**src/design/ebc_consts.svh**
```systemverilog
// Constants for the external bus control block
`ifndef EBC_CONSTS_SVH
`define EBC_CONSTS_SVH

// Configuration bit positions
`define EBC_CFG_WIDTH_BIT    1
`define EBC_CFG2_WIDTH_BIT   2
`define EBC_CFG_WR_MODE_BIT  2
`define EBC_CFG_HI_MODE_BIT  3
`define EBC_CFG_VALID_BIT    4
`define EBC_CFG_WAIT_LSB     5
`define EBC_CFG_WAIT_MSB     7

// Non-maskable interrupt vector location
`define EBC_NMI_VECTOR       16'h203e

// Program memory window routed on chip when the select pin was high
`define EBC_INT_LO           24'hff2000
`define EBC_INT_HI           24'hff9fff

// Shared pin indices
`define EBC_PIN_CLK          0
`define EBC_PIN_STB          1
`define EBC_PIN_RD           2
`define EBC_PIN_WR_LO        3
`define EBC_PIN_WR_HI        4
`define EBC_PIN_FETCH        5
`define EBC_NPINS            6

// Pin reset levels: read and write strobes come up high, the rest low
`define EBC_PIN_RST          6'h1c

`endif

```
**src/design/ebc_pkg.sv**
```systemverilog
// Types for the external bus control block
`default_nettype none
package ebc_pkg;
  typedef enum logic [2:0] {
    st_idle,
    st_addr,
    st_strobe,
    st_check,
    st_end,
    st_hold
  } ebc_state_t;
endpackage
`default_nettype wire

```
**src/design/ebc_pin_if.sv**
```systemverilog
// Shared pin values passed from the bus controller to the pin mux
`default_nettype none
interface ebc_pin_if;
  logic [5:0] bus_val;
  logic [5:0] func_en;
  logic [5:0] port_val;
  modport ctrl (output bus_val, output func_en, output port_val);
  modport mux  (input bus_val, input func_en, input port_val);
endinterface
`default_nettype wire

```
**src/design/ebc_pin_mux.sv**
```systemverilog
// Registered mux between bus functions and port use of shared pins
`default_nettype none
`include "ebc_consts.svh"
module ebc_pin_mux (
  // Clock and reset
  input  wire logic       clk_in,
  input  wire logic       rst_b_in,
  // Pin values
  ebc_pin_if.mux          pins,
  output logic [5:0]      pin_out
);
  // Reset levels of the shared pins, one bit each
  localparam logic [5:0] pin_rst_val = `EBC_PIN_RST;
  genvar i;
  generate
    for (i = 0; i < `EBC_NPINS; i++) begin : g_pin
      always_ff @(posedge clk_in) begin
        if (!rst_b_in) begin
          pin_out[i] <= pin_rst_val[i];
        end else if (pins.func_en[i]) begin
          pin_out[i] <= pins.bus_val[i];
        end else begin
          pin_out[i] <= pins.port_val[i];
        end
      end
    end
  endgenerate
endmodule
`default_nettype wire

```
**src/design/ebc_bus_ctrl.sv**
```systemverilog
// External memory bus controller: strobes, width, hold, fetch flag, NMI
`default_nettype none
`include "ebc_consts.svh"
// Functional notes
// - Clock output is half rate, even duty
// - Both width bits set: pin picks width
// - Width pin low 8-bit, high 16-bit
// - Fixed 8 or 16 by width bits
// - NMI rising edge takes vector 203e
// - Fetch flag high on external fetch cycles
// - Fetch flag low for internal fetches
// - Select high: window goes on chip
// - Select low: window goes off chip
// - Access select captured at reset, held
// - Hold acknowledge shows bus released
// - Bus request while external cycle pending
// - Address strobe as latch or valid
// - Valid strobe goes high at cycle end
// - Address strobe only on external accesses
// - Read strobe only on external reads
// - Unused shared pins act as port pins
// - Ready low inserts bounded wait states
// - Write low on all or even writes
// - 16-bit lanes by A0 and high enable
module ebc_bus_ctrl (
  // Clock and reset
  input  wire logic        clk_in,
  input  wire logic        rst_b_in,
  // Core request side
  input  wire logic        cpu_req_in,
  input  wire logic        cpu_write_in,
  input  wire logic        cpu_fetch_in,
  input  wire logic        cpu_word_in,
  input  wire logic [23:0] cpu_addr_in,
  input  wire logic [15:0] cpu_wdata_in,
  output logic [15:0]      cpu_rdata_out,
  output logic             cpu_done_out,
  output logic             cpu_int_sel_out,
  // Configuration
  input  wire logic [7:0]  chip_config_reg_in,
  input  wire logic [7:0]  chip_config_reg_second_in,
  input  wire logic [5:0]  port_func_en_in,
  input  wire logic [5:0]  port_data_in,
  // Bus input pins
  input  wire logic        bus_width_in,
  input  wire logic        ready_in,
  input  wire logic        nmi_in,
  input  wire logic        ext_access_select_in,
  input  wire logic        hold_in,
  input  wire logic [15:0] ad_in,
  // Bus output pins
  output logic [15:0]      ad_out,
  output logic             ad_oe_n_out,
  output logic [3:0]       addr_hi_out,
  output logic             clock_out,
  output logic             addr_strobe_out,
  output logic             read_n_out,
  output logic             write_low_n_out,
  output logic             write_high_n_out,
  output logic             fetch_indicator_out,
  output logic             bus_hold_ack_out,
  output logic             bus_pending_req_out,
  // Status
  output logic             nmi_take_out,
  output logic [15:0]      nmi_vector_out,
  output logic             ext_access_latched_out
);
  ebc_pkg::ebc_state_t state;
  logic        clk_div;
  logic        strap_lat;
  logic [23:0] cyc_addr;
  logic        cyc_write;
  logic        cyc_fetch;
  logic        cyc_word;
  logic        cyc_16;
  logic        second;
  logic [2:0]  wait_cnt;
  logic [15:0] wdata;
  logic        nmi_prev;
  logic [5:0]  pin_q;
  logic        accept;
  logic        acc_int;
  logic        acc_ext;
  logic        dyn_width;
  logic        start_16;
  logic [2:0]  wait_max;
  logic        check_last;
  logic        cont_second;
  logic        in_phase;
  logic        in_data;
  logic        lane_lo;
  logic        lane_hi;
  logic [5:0]  next_bus_val;

  ebc_pin_if pins ();

  function automatic logic is_internal(input logic [23:0] a, input logic sel);
    return sel && (a >= `EBC_INT_LO) && (a <= `EBC_INT_HI);
  endfunction

  assign wait_max    = chip_config_reg_in[`EBC_CFG_WAIT_MSB:`EBC_CFG_WAIT_LSB];
  assign dyn_width   = chip_config_reg_in[`EBC_CFG_WIDTH_BIT] &&
                       chip_config_reg_second_in[`EBC_CFG2_WIDTH_BIT];
  // Illegal all-zero setting falls to 8-bit, the safer width
  assign start_16    = dyn_width ? bus_width_in :
                       chip_config_reg_in[`EBC_CFG_WIDTH_BIT];
  // Done blocks a second take while the core drops its request
  assign accept      = (state == ebc_pkg::st_idle) && cpu_req_in && !cpu_done_out &&
                       !hold_in;
  assign acc_int     = accept && is_internal(cpu_addr_in, strap_lat);
  assign acc_ext     = accept && !is_internal(cpu_addr_in, strap_lat);
  assign check_last  = (state == ebc_pkg::st_check) && (ready_in || wait_cnt == wait_max);
  assign cont_second = !cyc_16 && cyc_word && !second;

  // Clock output divider
  always_ff @(posedge clk_in) begin
    if (!rst_b_in) begin
      clk_div <= 1'b0;
    end else begin
      clk_div <= !clk_div;
    end
  end

  // Access select strap, caught while reset is held
  always_ff @(posedge clk_in) begin
    if (!rst_b_in) begin
      strap_lat <= ext_access_select_in;
    end
  end

  // Bus cycle sequencer
  always_ff @(posedge clk_in) begin
    if (!rst_b_in) begin
      state     <= ebc_pkg::st_idle;
      cyc_addr  <= 24'h000000;
      cyc_write <= 1'b0;
      cyc_fetch <= 1'b0;
      cyc_word  <= 1'b0;
      cyc_16    <= 1'b0;
      second    <= 1'b0;
      wait_cnt  <= 3'h0;
      wdata     <= 16'h0000;
    end else begin
      unique case (state)
        ebc_pkg::st_idle: begin
          if (hold_in) begin
            state <= ebc_pkg::st_hold;
          end else if (acc_ext) begin
            state     <= ebc_pkg::st_addr;
            cyc_addr  <= cpu_addr_in;
            cyc_write <= cpu_write_in;
            cyc_fetch <= cpu_fetch_in;
            cyc_word  <= cpu_word_in;
            cyc_16    <= start_16;
            second    <= 1'b0;
            wdata     <= cpu_wdata_in;
          end
        end
        ebc_pkg::st_addr: begin
          state    <= ebc_pkg::st_strobe;
          wait_cnt <= 3'h0;
        end
        ebc_pkg::st_strobe: begin
          state <= ebc_pkg::st_check;
        end
        ebc_pkg::st_check: begin
          if (check_last) begin
            state <= ebc_pkg::st_end;
          end else begin
            wait_cnt <= wait_cnt + 3'h1;
          end
        end
        ebc_pkg::st_end: begin
          // An 8-bit bus moves a word as two byte cycles, low byte first
          if (cont_second) begin
            second      <= 1'b1;
            cyc_addr[0] <= 1'b1;
            state       <= ebc_pkg::st_addr;
          end else begin
            state <= ebc_pkg::st_idle;
          end
        end
        ebc_pkg::st_hold: begin
          if (!hold_in) begin
            state <= ebc_pkg::st_idle;
          end
        end
      endcase
    end
  end

  // Answer to the core
  always_ff @(posedge clk_in) begin
    if (!rst_b_in) begin
      cpu_done_out    <= 1'b0;
      cpu_int_sel_out <= 1'b0;
      cpu_rdata_out   <= 16'h0000;
    end else begin
      cpu_done_out    <= acc_int || (state == ebc_pkg::st_end && !cont_second);
      cpu_int_sel_out <= acc_int;
      if (accept) begin
        cpu_rdata_out <= 16'h0000;
      end else if (check_last && !cyc_write) begin
        if (!cyc_16) begin
          if (second) begin
            cpu_rdata_out[15:8] <= ad_in[7:0];
          end else begin
            cpu_rdata_out[7:0] <= ad_in[7:0];
          end
        end else if (cyc_word) begin
          cpu_rdata_out <= ad_in;
        end else if (cyc_addr[0]) begin
          cpu_rdata_out[7:0] <= ad_in[15:8];
        end else begin
          cpu_rdata_out[7:0] <= ad_in[7:0];
        end
      end
    end
  end

  // Shared pin functions, registered in the pin mux
  assign in_data = (state == ebc_pkg::st_strobe) || (state == ebc_pkg::st_check);
  assign in_phase = (state == ebc_pkg::st_addr) || in_data;
  assign lane_lo = !cyc_16 || !cyc_addr[0];
  assign lane_hi = cyc_16 && (cyc_word || cyc_addr[0]);

  always_comb begin
    next_bus_val = `EBC_PIN_RST;
    next_bus_val[`EBC_PIN_CLK] = clk_div;
    if (chip_config_reg_in[`EBC_CFG_VALID_BIT]) begin
      next_bus_val[`EBC_PIN_STB] = !in_phase;
    end else begin
      next_bus_val[`EBC_PIN_STB] = (state == ebc_pkg::st_addr);
    end
    next_bus_val[`EBC_PIN_RD] = !(in_data && !cyc_write);
    if (chip_config_reg_in[`EBC_CFG_WR_MODE_BIT]) begin
      next_bus_val[`EBC_PIN_WR_LO] = !(in_data && cyc_write && lane_lo);
    end else begin
      next_bus_val[`EBC_PIN_WR_LO] = !(in_data && cyc_write);
    end
    if (chip_config_reg_in[`EBC_CFG_HI_MODE_BIT]) begin
      next_bus_val[`EBC_PIN_WR_HI] = !(in_data && cyc_write && lane_hi);
    end else begin
      next_bus_val[`EBC_PIN_WR_HI] = !(in_phase && lane_hi);
    end
    next_bus_val[`EBC_PIN_FETCH] = cyc_fetch && !cyc_write &&
                                  (in_phase || state == ebc_pkg::st_end);
  end

  assign pins.bus_val  = next_bus_val;
  assign pins.func_en  = port_func_en_in;
  assign pins.port_val = port_data_in;

  ebc_pin_mux u_pin_mux (
    .clk_in   (clk_in),
    .rst_b_in (rst_b_in),
    .pins     (pins),
    .pin_out  (pin_q)
  );

  assign clock_out           = pin_q[`EBC_PIN_CLK];
  assign addr_strobe_out     = pin_q[`EBC_PIN_STB];
  assign read_n_out          = pin_q[`EBC_PIN_RD];
  assign write_low_n_out     = pin_q[`EBC_PIN_WR_LO];
  assign write_high_n_out    = pin_q[`EBC_PIN_WR_HI];
  assign fetch_indicator_out = pin_q[`EBC_PIN_FETCH];

  // Address/data bus, same one-cycle lag as the strobes
  always_ff @(posedge clk_in) begin
    if (!rst_b_in) begin
      ad_out      <= 16'h0000;
      ad_oe_n_out <= 1'b1;
      addr_hi_out <= 4'h0;
    end else begin
      addr_hi_out <= cyc_addr[19:16];
      if (state == ebc_pkg::st_addr) begin
        ad_out      <= cyc_addr[15:0];
        ad_oe_n_out <= 1'b0;
      end else if ((in_data || state == ebc_pkg::st_end) && cyc_write) begin
        ad_oe_n_out <= 1'b0;
        if (cyc_16 && cyc_word) begin
          ad_out <= wdata;
        end else if (second) begin
          ad_out <= {wdata[15:8], wdata[15:8]};
        end else begin
          ad_out <= {wdata[7:0], wdata[7:0]};
        end
      end else begin
        ad_oe_n_out <= 1'b1;
      end
    end
  end

  // Bus sharing outputs
  always_ff @(posedge clk_in) begin
    if (!rst_b_in) begin
      bus_hold_ack_out    <= 1'b0;
      bus_pending_req_out <= 1'b0;
    end else begin
      bus_hold_ack_out    <= (state == ebc_pkg::st_hold);
      bus_pending_req_out <= cpu_req_in && !cpu_done_out &&
                             !is_internal(cpu_addr_in, strap_lat) &&
                             (state == ebc_pkg::st_hold || (state == ebc_pkg::st_idle && hold_in));
    end
  end

  // Non-maskable interrupt edge
  always_ff @(posedge clk_in) begin
    if (!rst_b_in) begin
      nmi_prev       <= 1'b0;
      nmi_take_out   <= 1'b0;
      nmi_vector_out <= 16'h0000;
    end else begin
      nmi_prev     <= nmi_in;
      nmi_take_out <= nmi_in && !nmi_prev;
      if (nmi_in && !nmi_prev) begin
        nmi_vector_out <= `EBC_NMI_VECTOR;
      end
    end
  end

  always_ff @(posedge clk_in) begin
    if (!rst_b_in) begin
      ext_access_latched_out <= 1'b0;
    end else begin
      ext_access_latched_out <= strap_lat;
    end
  end
endmodule
`default_nettype wire

```
**config.mk**
```make
export PLATFORM = sky130hd
export DESIGN_NAME = ebc_bus_ctrl
export DESIGN_NICKNAME = d
export VERILOG_FILES = /design/src/design/ebc_pkg.sv /design/src/design/ebc_pin_if.sv /design/src/design/ebc_pin_mux.sv /design/src/design/ebc_bus_ctrl.sv
export VERILOG_INCLUDE_DIRS = /design/src /design/src/design
export SDC_FILE = /design/constraint.sdc
export NUM_CORES = 1
export LEC_CHECK = 0
export BUFFER_PORTS_ARGS = -buffer_cell sky130_fd_sc_hd__buf_4
export CORE_MARGIN = 2
export CORE_UTILIZATION = 45
export CTS_BUF_LIST = sky130_fd_sc_hd__clkbuf_8
export DETAILED_ROUTE_END_ITERATION = 10
export GPL_TIMING_DRIVEN = 0
export PLACE_DENSITY_LB_ADDON = 0.1
export SETUP_SLACK_MARGIN = 0.1
export SLEW_MARGIN = 5
export SYNTH_ARGS = -nofsm -noshare
export SYNTH_HDL_FRONTEND = slang
export SYNTH_SLANG_ARGS = --single-unit
```
**constraint.sdc**
```tcl
create_clock -name clk_in -period 2.6 [get_ports clk_in]
set_input_delay 0.13 -clock clk_in [delete_from_list [all_inputs] [get_ports clk_in]]
set_output_delay 0.13 -clock clk_in [all_outputs]
set_load 0.02 [all_outputs]
```
# Word-level counts from Yosys, hierarchy flattened
# Index checks and enable logic that the tools add are counted.
[totals]
reg_bits = 100
latch_bits = 0
mem_bits_rw = 0
rom_bits = 0
in_bits = 95
output_inout_bits = 65
word_cells = 153
memories = 0
[op_classes]
n_addsub = 1
multipliers = 0
div_mod_pow = 0
order_cmp = 2
eq_ne = 15
n_shift = 0
n_mux = 37
bitwise = 2
n_reduce_logical = 65
[op_table]
columns = ["op", "count"]
rows = [
  ["16-bit 2-to-1 mux", 5],
  ["8-bit 2-to-1 mux", 5],
  ["1-bit logical AND", 28],
  ["24-bit >= comparator (second input constant)", 1],
  ["24-bit less-or-equal comparator (second input constant)", 1],
  ["1-bit 2-to-1 mux", 18],
  ["3-bit one-hot mux with 6 select lines", 1],
  ["1-bit zero test", 16],
  ["2-bit != test (second input constant)", 8],
  ["3-bit 2-to-1 mux", 5],
  ["1-bit logical OR", 9],
  ["3-bit AND reduction", 3],
  ["2-bit nonzero test", 4],
  ["3-bit by 2-bit == test with 1-bit output (second input constant)", 2],
  ["3-bit == test (second input constant)", 2],
  ["3-bit one-hot mux with 2 select lines", 1],
  ["1-bit one-hot mux with 2 select lines", 2],
  ["2-bit AND reduction", 2],
  ["4-bit AND reduction", 1],
  ["3-bit by 1-bit adder with 3-bit output (second input constant)", 1],
  ["3-bit by 1-bit == test with 1-bit output (second input constant)", 1],
  ["3-bit == test", 1],
  ["3-bit zero test", 1],
  ["3-bit != test (second input constant)", 1],
  ["other kinds (2)", 3],
]

# Logic depth before layout (Yosys ltp)
[logic_depth]
depth_word = 8
mapped_depth = 7
mapped_depth_nobuf = 4

# Modules after synthesis
# A second synthesis with hierarchy kept.
[hier_totals]
cells_unflattened = 614
hier_area_um2 = 5308.8
[by_module_without_submodules]
columns = ["module", "instances", "cells_per_inst", "area_per_inst_um2", "seq_area_each_um2"]
rows = [
  ["ebc_bus_ctrl", 1, 596, 5098.6, 1891.8],
  ["ebc_pin_mux", 1, 18, 210.2, 120.1],
]

# Least setup slack after synthesis
# OpenSTA, ideal clock, no wires.
[synth_path]
path_type = "register to register"
from = "register state[0]"
to = "register cyc_addr[0]"
setup_time_ns = 0.131
arrival_ns = 1.593
path_slack_ns = 0.876
stages_incl_launch_ff = 7
period_less_slack_ns = 1.724
path_cell_list = "dfxtp_1 or4_4 or2_1 buf_2 buf_6 nor4_2 nor3_1"
[synth_between]
elab_chain_cells = 7
elab_cells_between_ends = 12
[synth_lines]
columns = ["item", "line", "text"]
rows = [
  ["start, declared", "ebc_bus_ctrl.sv:68", "ebc_pkg::ebc_state_t state;"],
  ["start signal, assigned", "ebc_bus_ctrl.sv:134", "state <= ebc_pkg::st_idle;"],
  ["start signal, assigned", "ebc_bus_ctrl.sv:147", "state <= ebc_pkg::st_hold;"],
  ["start signal, assigned", "ebc_bus_ctrl.sv:149", "state <= ebc_pkg::st_addr;"],
  ["3-bit zero test", "ebc_bus_ctrl.sv:108, ebc_bus_ctrl.sv:144", ""],
  ["1-bit logical AND (3 in a row)", "ebc_bus_ctrl.sv:108", "assign accept = (state == ebc_pkg::st_idle) && cpu_req_in && !cpu_done_out &&"],
  ["1-bit logical AND", "ebc_bus_ctrl.sv:111", "assign acc_ext = accept && !is_internal(cpu_addr_in, strap_lat);"],
  ["2-bit != test (no source line)", "n/a", ""],
  ["4-bit AND reduction (no source line)", "n/a", ""],
  ["end signal, assigned", "ebc_bus_ctrl.sv:150", "cyc_addr <= cpu_addr_in;"],
  ["end, declared", "ebc_bus_ctrl.sv:71", "logic [23:0] cyc_addr;"],
]
# Parallel ways exist; a longest one is shown, timed or not.
# A chain may end at the register's enable or synchronous reset.

# Final worst setup path
[layout_path]
from = "register state[1]"
to = "register wait_cnt[2]"
[layout_between]
elab_chain_cells = 4
elab_cells_between_ends = 7
[layout_lines]
columns = ["item", "line", "text"]
rows = [
  ["3-bit by 2-bit == test with 1-bit output", "ebc_bus_ctrl.sv:112, ebc_bus_ctrl.sv:144", ""],
  ["1-bit logical AND", "ebc_bus_ctrl.sv:112", "assign check_last = (state == ebc_pkg::st_check) && (ready_in || wait_cnt == wait_max);"],
  ["2-bit != test (no source line)", "n/a", ""],
  ["2-bit AND reduction (no source line)", "n/a", ""],
  ["end signal, assigned", "ebc_bus_ctrl.sv:170", "wait_cnt <= wait_cnt + 3'h1;"],
  ["end, declared", "ebc_bus_ctrl.sv:77", "logic [2:0] wait_cnt;"],
]
# Parallel ways exist; a longest one is shown, timed or not.

==> impl_summary.md <==
Floorplanning
The core box area is 0.00973 sq mm. For this configuration, the core starts out at a cell density of 46.3%. The I/O pin count is 160. The site row count is 36. The die is 104 microns wide. The die height is 104 microns. The die covers 0.0108 sq mm.

CTS
Clock tree synthesis selected as its root buffer the cell clkbuf_8. The maximum clock path buffer count is 2. The number of buffers inserted during clock tree synthesis is 9. The number of clock sinks is 100. The clock insertion delay at the later pin of the skew report is 370 ps.

Clock-pin slew was measured on the worst setup and hold paths at 100 ps. The H-tree was split into 3 levels. The CTS tree is built. The post-CTS setup-driven buffer insertion count is 0.

Global routing
Entering global routing, the biggest net connects 19 pins. The number of global-route vias before repair is 4313. The number of antenna violations at the first check in global routing is 0. The first global-routing pass estimated 21.2 mm of wire. In the global route stage, overall resource usage came out at 23.9%. Global routing finished with a remaining overflow of 0.

Logic synthesis
The area share of the leading cell type in the synthesized netlist is 44.0%. The total of warnings raised by yosys is 0. The top flip-flop cell by instance count after synthesis is dfxtp_1. The number of enable-type register cells in the synthesized netlist is 1.

The sequential cell area fraction in the yosys report is 44.6%. Dividing the synthesized area by the synthesized cell count gives 8.88 sq um. In the synthesized netlist, the cells that appear most often are dfxtp_1 (99), a21oi_1 (71), nand3_1 (41). The unique cell type count in the Yosys netlist is 61. By area the synthesized netlist is led by dfxtp_1 (44%), a21oi_1 (7.9%), nand3_1 (4.6%).

The cell accounting for the most synthesized area is dfxtp_1. Counting flops and latches in the post-synthesis netlist gives 100. The leading cell type by number of instances after synthesis is dfxtp_1. The area of the mapped netlist is 0.00451 sq mm. Counting flops with an async set or reset pin after synthesis yields a share of 0%. The cell count after synthesis came out at 508.

Routing
Dividing the detail-routed via count by the number of cells gives 5.44. The number of DRC violations after detailed-routing iteration 0 is 289. The routed layout has 4419 vias. Wires add up to 13.1 mm. The post-route antenna net violation count is 0.

The average routed wire per standard cell is 16.1 microns. For this run, the detailed router's first-pass iteration total came to 5. After detailed routing, the number of remaining DRC violations is 0.

Cells and area
The number of nets in the final layout is 770. Measured on the finished design, the core utilization comes to 61.9%. The area growth from synthesis to layout is 33.6%. The count of inserted antenna diode cells is 0. The final design area excluding fillers is 0.00602 sq mm.

The share of final-layout standard cells stronger than drive strength 1 is 32.0%.

Worst setup path
STA classifies the critical path startpoint as a flop. Along the worst path, the maximum fanout reaches 10. The kind of end point of the critical path is a flop.

The worst setup path is of the flop to flop kind. The arrival time of data at the critical path endpoint is 2380 ps. The required time at the worst-slack endpoint is 2870 ps.

STA
Derived from the worst setup path, the maximum achievable clock frequency is 473 MHz. Setup repair after global routing left no endpoint under its margin. In this run the tightest slew margin relative to its limit is 40.3%. After layout, the worst setup slack is 484 ps. The final critical path time including I/O delays and setup is 2120 ps. The setup TNS is 0 ps. The final setup skew is 13.0 ps.

At the pin with the least slew margin, the transition time is 889 ps. The final critical-path share of the clock period is 81.4%. The number of pins with negative max-slew slack in the final report is 0. Setup violations remaining at the end of the flow were counted as 0.

The final number of hold-violating endpoints came to 0.

Place
The number of input and output port buffers inserted is 141. Prior to clock tree synthesis, the placed netlist has a worst setup slack of 548 ps. The last weighted congestion value of the routability-driven placer is 0.922.

Once placement finished, the instance area stood at 0.00577 sq mm. Detailed placement finished with a half-perimeter wire length of 9.93 mm.

Job
The max-cap violation count is 0.

Power and ir drop
The power density over the cells is 597 mW/mm^2. Summed over all cells, the static leakage comes to 0.00255 uW. VDD sags by at most 0.267 mV.

Status
The flow ran to the end, and the final reports show no timing, DRC or antenna violations.

Hold path
The path class of the tightest hold or removal check is primary input to flop.
power breakdown:
part	switching, uW	internal (uW)
Combinational	478	374
Sequential	65.3	1640
Clock	584	461
Total	1130	2470
worst max-delay path, stage by stage, from the launching register on:
cell and delay [ps]:
dfxtp_1 350, clkbuf_1 320, nand3b_1 180, a311oi_1 770, a21oi_1 160, a31o_2 240
cell usage in the layout, fill, tap and decap left out, types with 3 or more instances in the layout:
| master | Yosys | final |
|---|---|---|
| buf_4 | 18 | 159 |
| dfxtp_1 | 99 | 99 |
| a21oi_1 | 71 | 71 |
| nand3_1 | 41 | 41 |
| o21ai_0 | 32 | 32 |
| clkbuf_1 | 28 | 28 |
| nor2_1 | 28 | 28 |
| mux2i_1 | 18 | 18 |
| a22o_1 | 16 | 16 |
| nor3_1 | 12 | 12 |
| o21ai_1 | 12 | 12 |
| conb_1 | 1 | 10 |
| nor4_1 | 9 | 9 |
| clkbuf_8 | 0 | 9 |
| inv_1 | 8 | 8 |
| buf_2 | 8 | 8 |
| and2_1 | 8 | 8 |
| o22a_1 | 8 | 8 |
| o221a_2 | 8 | 8 |
| mux2_2 | 8 | 8 |
| nand2_1 | 7 | 7 |
| nand2b_1 | 6 | 6 |
| dlygate4sd3_1 | 0 | 5 |
| nand3b_1 | 4 | 4 |
| clkbuf_2 | 4 | 4 |
| xnor2_1 | 3 | 3 |
| a31o_2 | 3 | 3 |
| o2111ai_1 | 3 | 3 |
| a31oi_1 | 3 | 3 |
flip-flops by register name, indices dropped and copies added (netlist names), 3 cells and up:
| signal | count |
|---|---|
| cyc_addr | 20 |
| ad_out | 16 |
| cpu_rdata_out | 16 |
| wdata | 16 |
| u_pin_mux.pin_out | 6 |
| addr_hi_out | 4 |
| state | 3 |
| wait_cnt | 3 |
worst paths after layout:
check	from	end	slack (ps)	cells past startpoint
worst max-delay path	state[1]$_SDFFE_PN0P_	wait_cnt[2]$_SDFFE_PN0P_	480	5
worst min register to register	nmi_prev$_SDFF_PN0_	nmi_take_out$_SDFF_PN0_	410	1
worst min-delay path	port_data_in[1]	u_pin_mux.pin_out[1]$_SDFF_PN0_	3	2
worst max register to register	state[1]$_SDFFE_PN0P_	wait_cnt[2]$_SDFFE_PN0P_	480	5
metal layers:
metal / wire, microns / part of all wire (%) / track usage, %
met3: 1050 / 8.0 / 5.20
met4: 162 / 1.2 / 8.01
met2: 5810 / 44 / 37.4
met5: 0 / 0 / 0
met1: 6050 / 46 / 32.8
kinds of logic (layout without fill, tap and decap cells):
kind of cell             Yosys count  after routing  share of synthesized area, %
AO/OA/AOI/OAI                    173            173                          24.3
XOR/XNOR                           3              3                         0.583
adder cells (fa/ha/maj)            1              1                         0.277
buffers and inverters             68            230                          7.66
flip-flops                       100            100                          44.6
multiplexers                      26             26                          5.99
other                              1             10                        0.0832
AND/OR/NAND/NOR                  136            136                          16.5
metrics by stage:
stage          power (uW)  hold slack (ps)  std cells
6_report             3600             3.21        812
3_5_place_dp         2570              312        791
3_3_place_gp         2560              314        791
2_1_floorplan        2240              229        517
4_1_cts              3590             4.42        812
5_1_grt              3760            0.813        812
final cells by class:
class                      count  area [sq um]
timing repair buffer         146          1110
tap                          133           166
inverter                       8          30.0
clock inverter                 7          81.3
clock buffer                   9           124
sequential                   100          2010
fill                         902          3710
multi-input combinational    349          2190
buffer                        60           315
repair_timing:
action,4_1_cts,5_1_grt
hold buffers,5,0
setup endpoints to repair,0,0
hold endpoints to repair,5,0
gates resized for setup,0,0
Power figures use the tool's default switching activity.
